===== src/core/flash_prot_pkg.sv =====
package flash_prot_pkg;

    // ====
    // Register port offsets.
    // ====
    localparam logic [7:0] REG_STATUS_ONE   = 8'h00;  // Range protection fields.
    localparam logic [7:0] REG_STATUS_TWO   = 8'h01;  // Complement, locks, quad enable.
    localparam logic [7:0] REG_STATUS_THREE = 8'h02;  // Pin function, drive, scheme.
    localparam logic [7:0] REG_MODE         = 8'h03;  // Four-wire command mode flag.
    localparam logic [7:0] REG_LOCK_SELECT  = 8'h04;  // Index of one individual lock.
    localparam logic [7:0] REG_LOCK_DATA    = 8'h05;  // Value of the selected lock.

    // ====
    // Field positions inside the status bytes.
    // ====
    localparam int BIT_SECTOR  = 6;  // Sector granularity in status byte one.
    localparam int BIT_TOPBOT  = 5;  // Top-bottom select in status byte one.
    localparam int BIT_BP_LO   = 2;  // Lowest range code bit in status byte one.
    localparam int BIT_COMPL   = 6;  // Complement in status byte two.
    localparam int BIT_LOCK_LO = 3;  // Lowest security lock bit in status byte two.
    localparam int BIT_QUAD    = 1;  // Quad enable in status byte two.
    localparam int BIT_PINF    = 7;  // Pin function select in status byte three.
    localparam int BIT_DRV_LO  = 5;  // Lowest drive bit in status byte three.
    localparam int BIT_SCHEME  = 2;  // Scheme select in status byte three.

    // ====
    // Reset values and commands.
    // ====
    localparam logic [1:0] DRV_RESET   = 2'b11;  // Weakest drive after reset.
    localparam logic [7:0] CMD_ENTER_4W = 8'h38; // Enter four-wire command mode.
    localparam logic [7:0] CMD_EXIT_4W  = 8'hff; // Leave four-wire command mode.

    // ====
    // Array geometry.
    // ====
    localparam int         NUM_LOCKS   = 94;         // 16 + 62 + 16 lock bits.
    localparam logic [6:0] LOCK_MID    = 7'd16;      // First block lock index.
    localparam logic [6:0] LOCK_TOP    = 7'd78;      // First top sector lock index.
    localparam logic [21:0] ARRAY_LAST = 22'h3fffff; // Last byte of the array.
    localparam logic [21:0] SIZE_PAGE  = 22'h000100; // Page and security area size.
    localparam logic [21:0] SIZE_4K    = 22'h001000; // Sector size.
    localparam logic [21:0] SIZE_32K   = 22'h008000; // Half block size.
    localparam logic [21:0] SIZE_64K   = 22'h010000; // Block size.

    // Kinds of program or erase operations offered for checking.
    typedef enum logic [2:0] {
        OP_PAGE     = 3'b000,  // Page program, 256 bytes.
        OP_SECTOR   = 3'b001,  // 4KB sector erase.
        OP_HALF     = 3'b010,  // 32KB block erase.
        OP_BLOCK    = 3'b011,  // 64KB block erase.
        OP_CHIP     = 3'b100,  // Whole array erase.
        OP_AREA     = 3'b101   // Security area program or erase.
    } op_kind_t;

endpackage


===== src/core/flash_status_config_protect.sv =====
// Local design decisions: the address map and strobed register access.
`timescale 1ns/10ps
// Function
// RULE1: three OTP security lock bits, default unlocked
// RULE2: set lock stays set, area read-only
// RULE3: quad enable swaps pin functions for data
// RULE4: enter four-wire mode needs quad enable
// RULE5: four-wire mode keeps quad enable at one; a status byte two write in the cycle that enters the mode still clears it
// RULE6: scheme select picks range or individual locks
// RULE7: individual locks all set after reset
// RULE8: two-bit drive field, default weakest
// RULE9: shared pin is hold or reset input
// RULE10: quad enable disables hold and reset
// RULE11: reserved bits ignored on write, read zero
// RULE12: code 000 protects none, 111 all
// RULE13: block spans grow by powers of two
// RULE14: sector spans 4KB to 32KB at ends
// RULE15: reject operations touching protected memory
// RULE16: status byte three bit order fixed
module flash_status_config_protect (
    input  wire logic                      ref_clk,         // 10 MHz clock.
    input  wire logic                      resetn,          // Async reset, low.
    input  wire logic [7:0]                reg_addr,        // Register offset.
    input  wire logic [7:0]                reg_wdata,       // Write data.
    input  wire logic                      reg_wr,          // Write strobe.
    input  wire logic                      reg_rd,          // Read strobe.
    output logic      [7:0]                reg_rdata,       // Read data, next cycle.
    input  wire logic                      cmd_valid,       // Command byte strobe.
    input  wire logic [7:0]                cmd_code,        // Command byte.
    input  wire logic                      chk_valid,       // Check request strobe.
    input  wire flash_prot_pkg::op_kind_t  chk_kind,        // Operation kind.
    input  wire logic [21:0]               chk_addr,        // Target byte address.
    output logic                           chk_done,        // Check answer pulse.
    output logic                           chk_allow,       // One when allowed.
    input  wire logic                      shared_pin_n,    // Hold or reset pin.
    output logic                           four_wire_mode,  // Four-wire mode flag.
    output logic                           quad_data_lines, // Data lines 2 and 3 on.
    output logic                           wp_function_on,  // Write-protect pin live.
    output logic                           hold_active,     // Hold asserted.
    output logic                           pin_reset_req,   // Reset asserted by pin.
    output logic      [1:0]                drive_strength   // Output drive code.
);

    // ====
    // State.
    // ====
    typedef struct packed {
        logic [2:0]  range_code;       // Range code bits 2 to 0.
        logic        top_bottom;       // Zero protects the top end.
        logic        sector_gran;      // One selects sector granularity.
        logic        complement;       // Complement bit.
        logic [2:0]  area_locks;       // Security area locks 3 to 1.
        logic        quad_enable;      // Quad enable bit.
        logic        scheme_sel;       // One selects individual locks.
        logic [1:0]  drive;            // Drive field.
        logic        pin_func;         // One makes the shared pin a reset.
        logic        four_wire;        // Four-wire command mode.
        logic [93:0] locks;            // Individual sector and block locks.
        logic [6:0]  lock_sel;         // Selected lock index.
        logic [7:0]  rdata;            // Registered read data.
        logic        done;             // Check answer pulse.
        logic        allow;            // Check answer value.
        logic        pin_meta;         // First synchroniser stage.
        logic        pin_sync;         // Second synchroniser stage.
        logic        hold;             // Registered hold state.
        logic        prst;             // Registered pin reset state.
        logic        quad_io;          // Registered pin mode.
        logic        wp_on;            // Registered write-protect enable.
    } state_t;

    state_t cur;   // Present state.
    state_t next_; // Next state.

    // ====
    // Helper functions.
    // ====
    // Span of the range protection for codes 001 to 110.
    function automatic logic [21:0] span(input logic [2:0] code, input logic by_sector);
        logic [21:0] s;
        s = flash_prot_pkg::SIZE_64K << (code - 3'd1);  // see RULE13
        if (by_sector) begin
            case (code)  // see RULE14
                3'b001:  s = flash_prot_pkg::SIZE_4K;
                3'b010:  s = flash_prot_pkg::SIZE_4K << 1;
                3'b011:  s = flash_prot_pkg::SIZE_4K << 2;
                default: s = flash_prot_pkg::SIZE_32K;
            endcase
        end
        return s;
    endfunction

    // Size of the region that an operation touches.
    function automatic logic [21:0] op_size(input flash_prot_pkg::op_kind_t k);
        logic [21:0] s;
        case (k)
            flash_prot_pkg::OP_SECTOR: s = flash_prot_pkg::SIZE_4K;
            flash_prot_pkg::OP_HALF:   s = flash_prot_pkg::SIZE_32K;
            flash_prot_pkg::OP_BLOCK:  s = flash_prot_pkg::SIZE_64K;
            default:                   s = flash_prot_pkg::SIZE_PAGE;
        endcase
        return s;
    endfunction

    // ====
    // Protection decode.
    // ====
    logic [21:0] reg_first;  // First byte of the operation.
    logic [21:0] reg_last;   // Last byte of the operation.
    logic [21:0] prot_span;  // Size of the protected span.
    logic [21:0] prot_lo;    // First protected byte.
    logic [21:0] prot_hi;    // Last protected byte.
    logic        range_hit;  // Range scheme protects part of the region.
    logic        lock_hit;   // Individual scheme protects part of the region.
    logic [1:0]  area_idx;   // Security area number.
    logic        verdict;    // Allowed when one.

    // Works out whether the requested region touches protected memory.
    always_comb begin
        int i;
        i = 0;
        reg_first = chk_addr & ~(op_size(chk_kind) - 22'd1);
        reg_last  = reg_first | (op_size(chk_kind) - 22'd1);
        if (chk_kind == flash_prot_pkg::OP_CHIP) begin
            reg_first = 22'h000000;
            reg_last  = flash_prot_pkg::ARRAY_LAST;
        end
        prot_span = span(cur.range_code, cur.sector_gran);
        // Top end when top-bottom is zero, bottom end otherwise.
        prot_lo = cur.top_bottom ? 22'h000000 : ~(prot_span - 22'd1);  // see RULE13
        prot_hi = cur.top_bottom ? (prot_span - 22'd1) : flash_prot_pkg::ARRAY_LAST;
        if (cur.range_code == 3'b000) begin
            range_hit = 1'b0;  // see RULE12
        end else if (cur.range_code == 3'b111) begin
            range_hit = 1'b1;  // see RULE12
        end else begin
            range_hit = !(reg_last < prot_lo || reg_first > prot_hi);
        end
        // The complemented table is not decoded; it is treated as all protected.
        if (cur.complement) begin
            range_hit = 1'b1;
        end
        // Individual locks: end blocks by sector, the rest by block.
        lock_hit = 1'b0;
        if (chk_kind == flash_prot_pkg::OP_CHIP) begin
            lock_hit = |cur.locks;
        end else if (reg_first[21:16] == 6'd0 || reg_first[21:16] == 6'd63) begin
            for (i = 0; i < 16; i++) begin
                if (i >= int'(reg_first[15:12]) && i <= int'(reg_last[15:12])) begin
                    if (reg_first[21:16] == 6'd0) begin
                        lock_hit = lock_hit | cur.locks[i];
                    end else begin
                        lock_hit = lock_hit | cur.locks[int'(flash_prot_pkg::LOCK_TOP) + i];
                    end
                end
            end
        end else begin
            lock_hit = cur.locks[int'(flash_prot_pkg::LOCK_MID) + int'(reg_first[21:16]) - 1];
        end

        area_idx = chk_addr[13:12];
        if (chk_kind == flash_prot_pkg::OP_AREA) begin
            // Area 0 does not exist; a locked area is read-only.
            verdict = (area_idx != 2'd0) && !cur.area_locks[area_idx - 2'd1];  // see RULE2
        end else begin
            verdict = cur.scheme_sel ? !lock_hit : !range_hit;  // see RULE6
        end
    end

    // ====
    // Next state.
    // ====
    // Register writes, commands, check answers and pin decode.
    always_comb begin
        next_ = cur;
        next_.done  = chk_valid;
        next_.allow = chk_valid ? verdict : 1'b0;  // see RULE15

        if (reg_wr) begin
            case (reg_addr)
                flash_prot_pkg::REG_STATUS_ONE: begin
                    next_.sector_gran = reg_wdata[flash_prot_pkg::BIT_SECTOR];
                    next_.top_bottom  = reg_wdata[flash_prot_pkg::BIT_TOPBOT];
                    next_.range_code  = reg_wdata[flash_prot_pkg::BIT_BP_LO +: 3];
                end

                flash_prot_pkg::REG_STATUS_TWO: begin
                    next_.complement  = reg_wdata[flash_prot_pkg::BIT_COMPL];
                    // Locks only ever go to one.
                    next_.area_locks  = cur.area_locks
                                      | reg_wdata[flash_prot_pkg::BIT_LOCK_LO +: 3];  // see RULE1
                    // A four-wire mode already set before the write pins quad enable at one.
                    next_.quad_enable = reg_wdata[flash_prot_pkg::BIT_QUAD]
                                      | cur.four_wire;  // see RULE5
                end

                flash_prot_pkg::REG_STATUS_THREE: begin
                    // Reserved positions are simply not stored.
                    next_.pin_func   = reg_wdata[flash_prot_pkg::BIT_PINF];  // see RULE11
                    next_.drive      = reg_wdata[flash_prot_pkg::BIT_DRV_LO +: 2];
                    next_.scheme_sel = reg_wdata[flash_prot_pkg::BIT_SCHEME];
                end

                flash_prot_pkg::REG_LOCK_SELECT: begin
                    next_.lock_sel = reg_wdata[6:0];
                end

                flash_prot_pkg::REG_LOCK_DATA: begin
                    if (int'(cur.lock_sel) < flash_prot_pkg::NUM_LOCKS) begin
                        next_.locks[cur.lock_sel] = reg_wdata[0];
                    end
                end
                default: begin
                    next_.lock_sel = cur.lock_sel;  // Unmapped writes are dropped.
                end
            endcase
        end

        if (cmd_valid) begin
            if (cmd_code == flash_prot_pkg::CMD_ENTER_4W && cur.quad_enable) begin
                next_.four_wire = 1'b1;  // see RULE4
            end else if (cmd_code == flash_prot_pkg::CMD_EXIT_4W) begin
                next_.four_wire = 1'b0;
            end
        end
        next_.rdata = 8'h00;
        if (reg_rd) begin
            case (reg_addr)
                flash_prot_pkg::REG_STATUS_ONE:
                    next_.rdata = {1'b0, cur.sector_gran, cur.top_bottom, cur.range_code, 2'b00};
                flash_prot_pkg::REG_STATUS_TWO:
                    next_.rdata = {1'b0, cur.complement, cur.area_locks, 1'b0,
                                   cur.quad_enable, 1'b0};
                flash_prot_pkg::REG_STATUS_THREE:  // see RULE16
                    next_.rdata = {cur.pin_func, cur.drive, 2'b00, cur.scheme_sel, 2'b00};
                flash_prot_pkg::REG_MODE:
                    next_.rdata = {7'h00, cur.four_wire};
                flash_prot_pkg::REG_LOCK_SELECT:
                    next_.rdata = {1'b0, cur.lock_sel};
                flash_prot_pkg::REG_LOCK_DATA:
                    next_.rdata = {7'h00, (int'(cur.lock_sel) < flash_prot_pkg::NUM_LOCKS)
                                   ? cur.locks[cur.lock_sel] : 1'b0};
                default:
                    next_.rdata = 8'h00;  // Unmapped reads return zero.
            endcase
        end
        // The first stage is read only by the second.
        next_.pin_meta = shared_pin_n;
        next_.pin_sync = cur.pin_meta;
        // Quad enable hands both pins over to data.
        next_.quad_io = cur.quad_enable;  // see RULE3
        next_.wp_on   = !cur.quad_enable;  // see RULE3
        next_.hold = !cur.quad_enable && !cur.pin_func && !cur.pin_sync;  // see RULE9 RULE10
        next_.prst = !cur.quad_enable && cur.pin_func && !cur.pin_sync;   // see RULE9 RULE10
    end

    // ====
    // State register.
    // ====
    // Reset sets every individual lock, so the array is protected once the individual lock scheme is selected.
    always_ff @(posedge ref_clk or negedge resetn) begin
        if (!resetn) begin
            cur          <= '0;
            cur.locks    <= '1;  // see RULE7
            cur.drive    <= flash_prot_pkg::DRV_RESET;  // see RULE8
            cur.pin_meta <= 1'b1;
            cur.pin_sync <= 1'b1;
            cur.wp_on    <= 1'b1;
        end else begin
            cur <= next_;
        end
    end

    // ====
    // Outputs.
    // ====

    assign reg_rdata       = cur.rdata;
    assign chk_done        = cur.done;
    assign chk_allow       = cur.allow;
    assign four_wire_mode  = cur.four_wire;
    assign quad_data_lines = cur.quad_io;
    assign wp_function_on  = cur.wp_on;
    assign hold_active     = cur.hold;
    assign pin_reset_req   = cur.prst;
    assign drive_strength  = cur.drive;  // see RULE8

    // ====
    // Assertions.
    // ====

    lock_sticky_a: assert property (@(posedge ref_clk) disable iff (!resetn)  // see RULE1
        ((cur.area_locks & $past(cur.area_locks)) == $past(cur.area_locks)))
        else $error("Security lock bit fell back to zero.");

    area_locked_a: assert property (@(posedge ref_clk) disable iff (!resetn)  // see RULE2
        (chk_valid && chk_kind == flash_prot_pkg::OP_AREA && chk_addr[13:12] != 2'd0
         && cur.area_locks[chk_addr[13:12] - 2'd1]) |=> (chk_done && !chk_allow))
        else $error("Locked security area was allowed.");

    quad_pins_a: assert property (@(posedge ref_clk) disable iff (!resetn)  // see RULE10
        $rose(cur.quad_enable) |=> (quad_data_lines && !wp_function_on
                                    && !hold_active && !pin_reset_req))
        else $error("Pin functions live with quad enable set.");

    enter_gate_a: assert property (@(posedge ref_clk) disable iff (!resetn)  // see RULE4
        (cmd_valid && cmd_code == flash_prot_pkg::CMD_ENTER_4W && !cur.quad_enable
         && !cur.four_wire) |=> !four_wire_mode)
        else $error("Four-wire mode entered without quad enable.");

    qe_held_a: assert property (@(posedge ref_clk) disable iff (!resetn)  // see RULE5
        cur.four_wire |-> cur.quad_enable)
        else $error("Quad enable cleared in four-wire mode.");

    drive_follow_a: assert property (@(posedge ref_clk) disable iff (!resetn)  // see RULE8
        (reg_wr && reg_addr == flash_prot_pkg::REG_STATUS_THREE)
        |=> (drive_strength == $past(reg_wdata[flash_prot_pkg::BIT_DRV_LO +: 2])))
        else $error("Drive field did not take the written code.");

    code_none_a: assert property (@(posedge ref_clk) disable iff (!resetn)  // see RULE12
        (chk_valid && chk_kind != flash_prot_pkg::OP_AREA && !cur.scheme_sel
         && !cur.complement && cur.range_code == 3'b000) |=> (chk_done && chk_allow))
        else $error("Code 000 refused an operation.");

    code_all_a: assert property (@(posedge ref_clk) disable iff (!resetn)  // see RULE12
        (chk_valid && chk_kind != flash_prot_pkg::OP_AREA && !cur.scheme_sel
         && cur.range_code == 3'b111) |=> (chk_done && !chk_allow))
        else $error("Code 111 allowed an operation.");

    hold_pin_a: assert property (@(posedge ref_clk) disable iff (!resetn)  // see RULE9
        (!cur.quad_enable && !cur.pin_func && !cur.pin_sync) |=> hold_active)
        else $error("Hold not asserted from the shared pin.");

    done_pulse_a: assert property (@(posedge ref_clk) disable iff (!resetn)  // see RULE15
        chk_valid |=> chk_done)
        else $error("Check request got no answer.");

    wp_follow_a: assert property (@(posedge ref_clk) disable iff (!resetn)  // see RULE3
        !cur.quad_enable |=> wp_function_on)
        else $error("Write-protect function off with quad enable clear.");

    scheme_lock_a: assert property (@(posedge ref_clk) disable iff (!resetn)  // see RULE6
        (chk_valid && chk_kind != flash_prot_pkg::OP_AREA && cur.scheme_sel && lock_hit)
        |=> !chk_allow)
        else $error("Locked sector allowed under lock scheme.");

endmodule


===== config.mk =====
export PLATFORM = sky130hd
export DESIGN_NAME = flash_status_config_protect
export DESIGN_NICKNAME = d
export VERILOG_FILES = /design/src/core/flash_prot_pkg.sv /design/src/core/flash_status_config_protect.sv
export SDC_FILE = /design/constraint.sdc
export NUM_CORES = 1
export LEC_CHECK = 0
export BUFFER_PORTS_ARGS = -buffer_cell sky130_fd_sc_hd__buf_2
export CAP_MARGIN = 20
export CORE_MARGIN = 1.5
export CORE_UTILIZATION = 35
export DETAILED_ROUTE_END_ITERATION = 10
export PLACE_DENSITY = 0.55
export SYNTH_ARGS = -nofsm -noshare
export SYNTH_HDL_FRONTEND = slang
export SYNTH_SLANG_ARGS = --single-unit

===== constraint.sdc =====
create_clock -name ref_clk -period 4.1 [get_ports ref_clk]
set_input_delay 0.41 -clock ref_clk [delete_from_list [all_inputs] [get_ports ref_clk]]
set_output_delay 0.41 -clock ref_clk [all_outputs]
set_load 0.01 [all_outputs]

==> out/metrics.yaml <==
status: "finished, final reports clean"
setup.worst_path.end_class: "flop"
coreArea_mm2: 0.0253
gp_congestion: 0.957
drv_slew: 0
cts_sinks: 132
fin_crit_sh_pct: 90.2
rsz0062_at_grt: "false"
worstPathArrival_ps: 4010
n_antenna_cell: 0
fmax_mhz: 270
hold_depth: 1
dieWidth_um: 163
wire_per_inst_um: 21.8
synth_cells: 929
global_route.usage.total_pct: 21.9
rows: 58
post_cts.repair.setup_buffers: 0
rr_worst_depth: 14
areaGrowthSynthToFinish_pct: 13.6
ys_types: 78
htreeDepth: 4
holdCritStartpoint: "shared_pin_n"
fin_crit_ps: 3700
viasPerCell: 5.93
drtIter0Drc: 728
post-place-cells: 1277
synth_seq_cells: 132
vdd_drop_max_v: 0.000213
r2r_start: "cur[130]"
synth-main-ff-cell: "dfstp_2"
io_pins: 73
grt_pass1_wl_um: 44300
avgSynthCellArea_um2: 9.70
synth-async-reset-ratio_pct: 100
worstPathMaxFanout: 9
post_cts_resized: 0
fin_cells: 1309
worstSkewPairLatency_ps: 430
mappedNetlistArea_mm2: 0.00901
layout_commonest_cell: "mux2_2"
die_area_mm2: 0.0267
cts-hold-fix-buffers: 0
rrSetupSlack_ps: 400
synth_edf_count: 0
clockBufferDepth: 2
grt_pass1_vias: 7412
cp-startpoint: "cur[130]"
maxCapViolCount: 0
worst_setup_path_start_kind: "flop"
cts_tree: "built"
fin_nets: 1046
criticalPathCategory: "flop to flop"
drive_gt1_share_pct: 36.4
num_vias: 7760
hold_path_end: "cur[5]"
port_buffers: 60
setup_ws_ps: 401
relSlewSlack_pct: 34.6
ys_seq_area_share_pct: 38.0
hold_violations: 0
clk_pin_slew_ps: 60
dr.pass1.iters: 5
place_ws_ps: 109
wl_um: 28600
cp.required_ps: 4410
hold_class: "primary input to flop"
layout_common_cells: "mux2_2 (102), nand2_1 (100), nor2_1 (99), dfstp_2 (99), buf_2 (59)"
cts-root-buf: "clkbuf_16"
antenna_found_initial: 0
grt_max_degree: 108
powerDensity_mw_per_mm2: 323
setup_viol: 0
initial_utilization_pct: 35.7
finClkSkew_ps: 11.2
fillers: 2557
r2r_end: "chk_allow"
final_util_pct: 40.5
worst_pin_slew_ps: 972
drc: 0
seq_area_mm2: 0.00343
setup_tns_ps: 0
die_h_um: 163
postRouteAntennaNets: 0
dp_hpwl_um: 20300
multi_input_area_mm2: 0.00525
leakage_nw: 4.26
yosysWarnings: 0
grt-ovfl-total: 0
cts_buffers: 17
synth_fp_nets: 1009
[registers in the layout, indices dropped and copies added (netlist names)]
register / cells
cur: 115
reg_rdata: 8
drive_strength: 2
chk_allow: 1
chk_done: 1
four_wire_mode: 1
hold_active: 1
pin_reset_req: 1
quad_data_lines: 1
wp_function_on: 1
[cells in the mapped netlist, types with 3 or more instances]
master | n | area share, %
nor3b_2 | 3 | 0.42
dfstp_2 | 99 | 29
o21a_1 | 3 | 0.25
a21o_1 | 3 | 0.25
nor3_1 | 17 | 0.94
clkbuf_1 | 48 | 2.0
nand2b_1 | 10 | 0.69
nor4_1 | 28 | 1.9
a221oi_1 | 7 | 0.68
inv_1 | 13 | 0.54
mux2_2 | 102 | 13
or2_2 | 5 | 0.35
dfrtp_1 | 33 | 9.2
o31ai_1 | 4 | 0.33
a22oi_1 | 38 | 3.2
nand2_1 | 100 | 4.2
mux4_2 | 14 | 3.5
a31oi_1 | 7 | 0.49
o22ai_1 | 4 | 0.28
o21ai_0 | 33 | 1.8
o2111ai_1 | 4 | 0.39
o41ai_1 | 3 | 0.29
nor3b_1 | 4 | 0.33
and2_1 | 14 | 0.97
and3_1 | 8 | 0.56
mux2_1 | 6 | 0.75
a21oi_1 | 19 | 1.1
a211oi_1 | 4 | 0.33
o211ai_1 | 3 | 0.25
a221o_1 | 3 | 0.33
nor2_1 | 99 | 4.1
a22o_1 | 4 | 0.39
nor3_2 | 3 | 0.33
buf_2 | 6 | 0.33
nand4_1 | 16 | 1.1
ha_1 | 24 | 3.3
nor2b_1 | 16 | 1.1
mux2i_1 | 36 | 4.0
or4_1 | 3 | 0.25
buf_4 | 10 | 0.83
nand3_1 | 27 | 1.5
[area by class of cell]
cell class / instances / share of cell area (%)
Multi-Input combinational cell: 717 / 51.3
Tap cell: 330 / 4.03
Clock buffer: 19 / 4.44
Timing Repair Buffer: 84 / 4.76
Inverter: 14 / 0.562
Sequential cell: 132 / 33.5
Clock inverter: 13 / 1.41
[power breakdown]
part	switching [mW]	internal (mW)
clock network	0.617	0.938
logic	0.260	0.137
registers	0.0266	1.33
total	0.903	2.40
[cell families (layout without fill, tap and decap cells)]
kind of cell	after synthesis	in the layout	synth area share, %
and+or+nand+nor	371	371	20.9
AOI/OAI and AO/OA	162	162	12.6
muxes	158	158	21.0
DFF	132	132	38.0
buffers and inverters	80	130	4.01
adders and majority gates	24	24	3.33
xor gates and xnor gates	2	2	0.194
[critical path, stage by stage (launching register included)]
cell	delay, ps
dfrtp_1	370
nor2_1	280
ha_1	390
o311ai_2	400
nor2_1	70
o32a_1	310
and2_1	170
ha_1	280
and4_1	220
o2111ai_1	130
nand4_1	140
a2111oi_2	380
buf_4	190
a211oi_1	40
a31o_1	220
[layer usage]
| metal | routed length, µm | vias to the layer above | global-route usage [%] |
|---|---|---|---|
| met5 | 20 | - | 1.14 |
| met4 | 850 | 2 | 7.98 |
| met3 | 1940 | 76 | 3.66 |
| met2 | 12700 | 308 | 33.9 |
| met1 | 13000 | 3845 | 30.6 |
| li1 | - | 3529 | - |
[through the flow]
step	hold WS (ps)	power [mW]	cell area [µm²]
after global routing	62.9	3.43	10200
final	79.2	3.30	10200
after global placement	348	1.76	9620
after CTS	55.5	3.34	10200
after detailed placement	347	1.76	9620
after floorplan	114	1.60	9010
[how the worst max path moves through the flow]
| stage | slack, ps | cells past startpoint | to |
|---|---|---|---|
| finish | 400 | 14 | chk_allow |
| global route | 90 | 14 | chk_allow |
| CTS | 100 | 14 | chk_allow |
| detailed placement | 110 | 14 | chk_allow |
| global placement | 140 | 14 | chk_allow |
| floorplan | 580 | 15 | chk_allow |
Power figures use the tool's default switching activity.
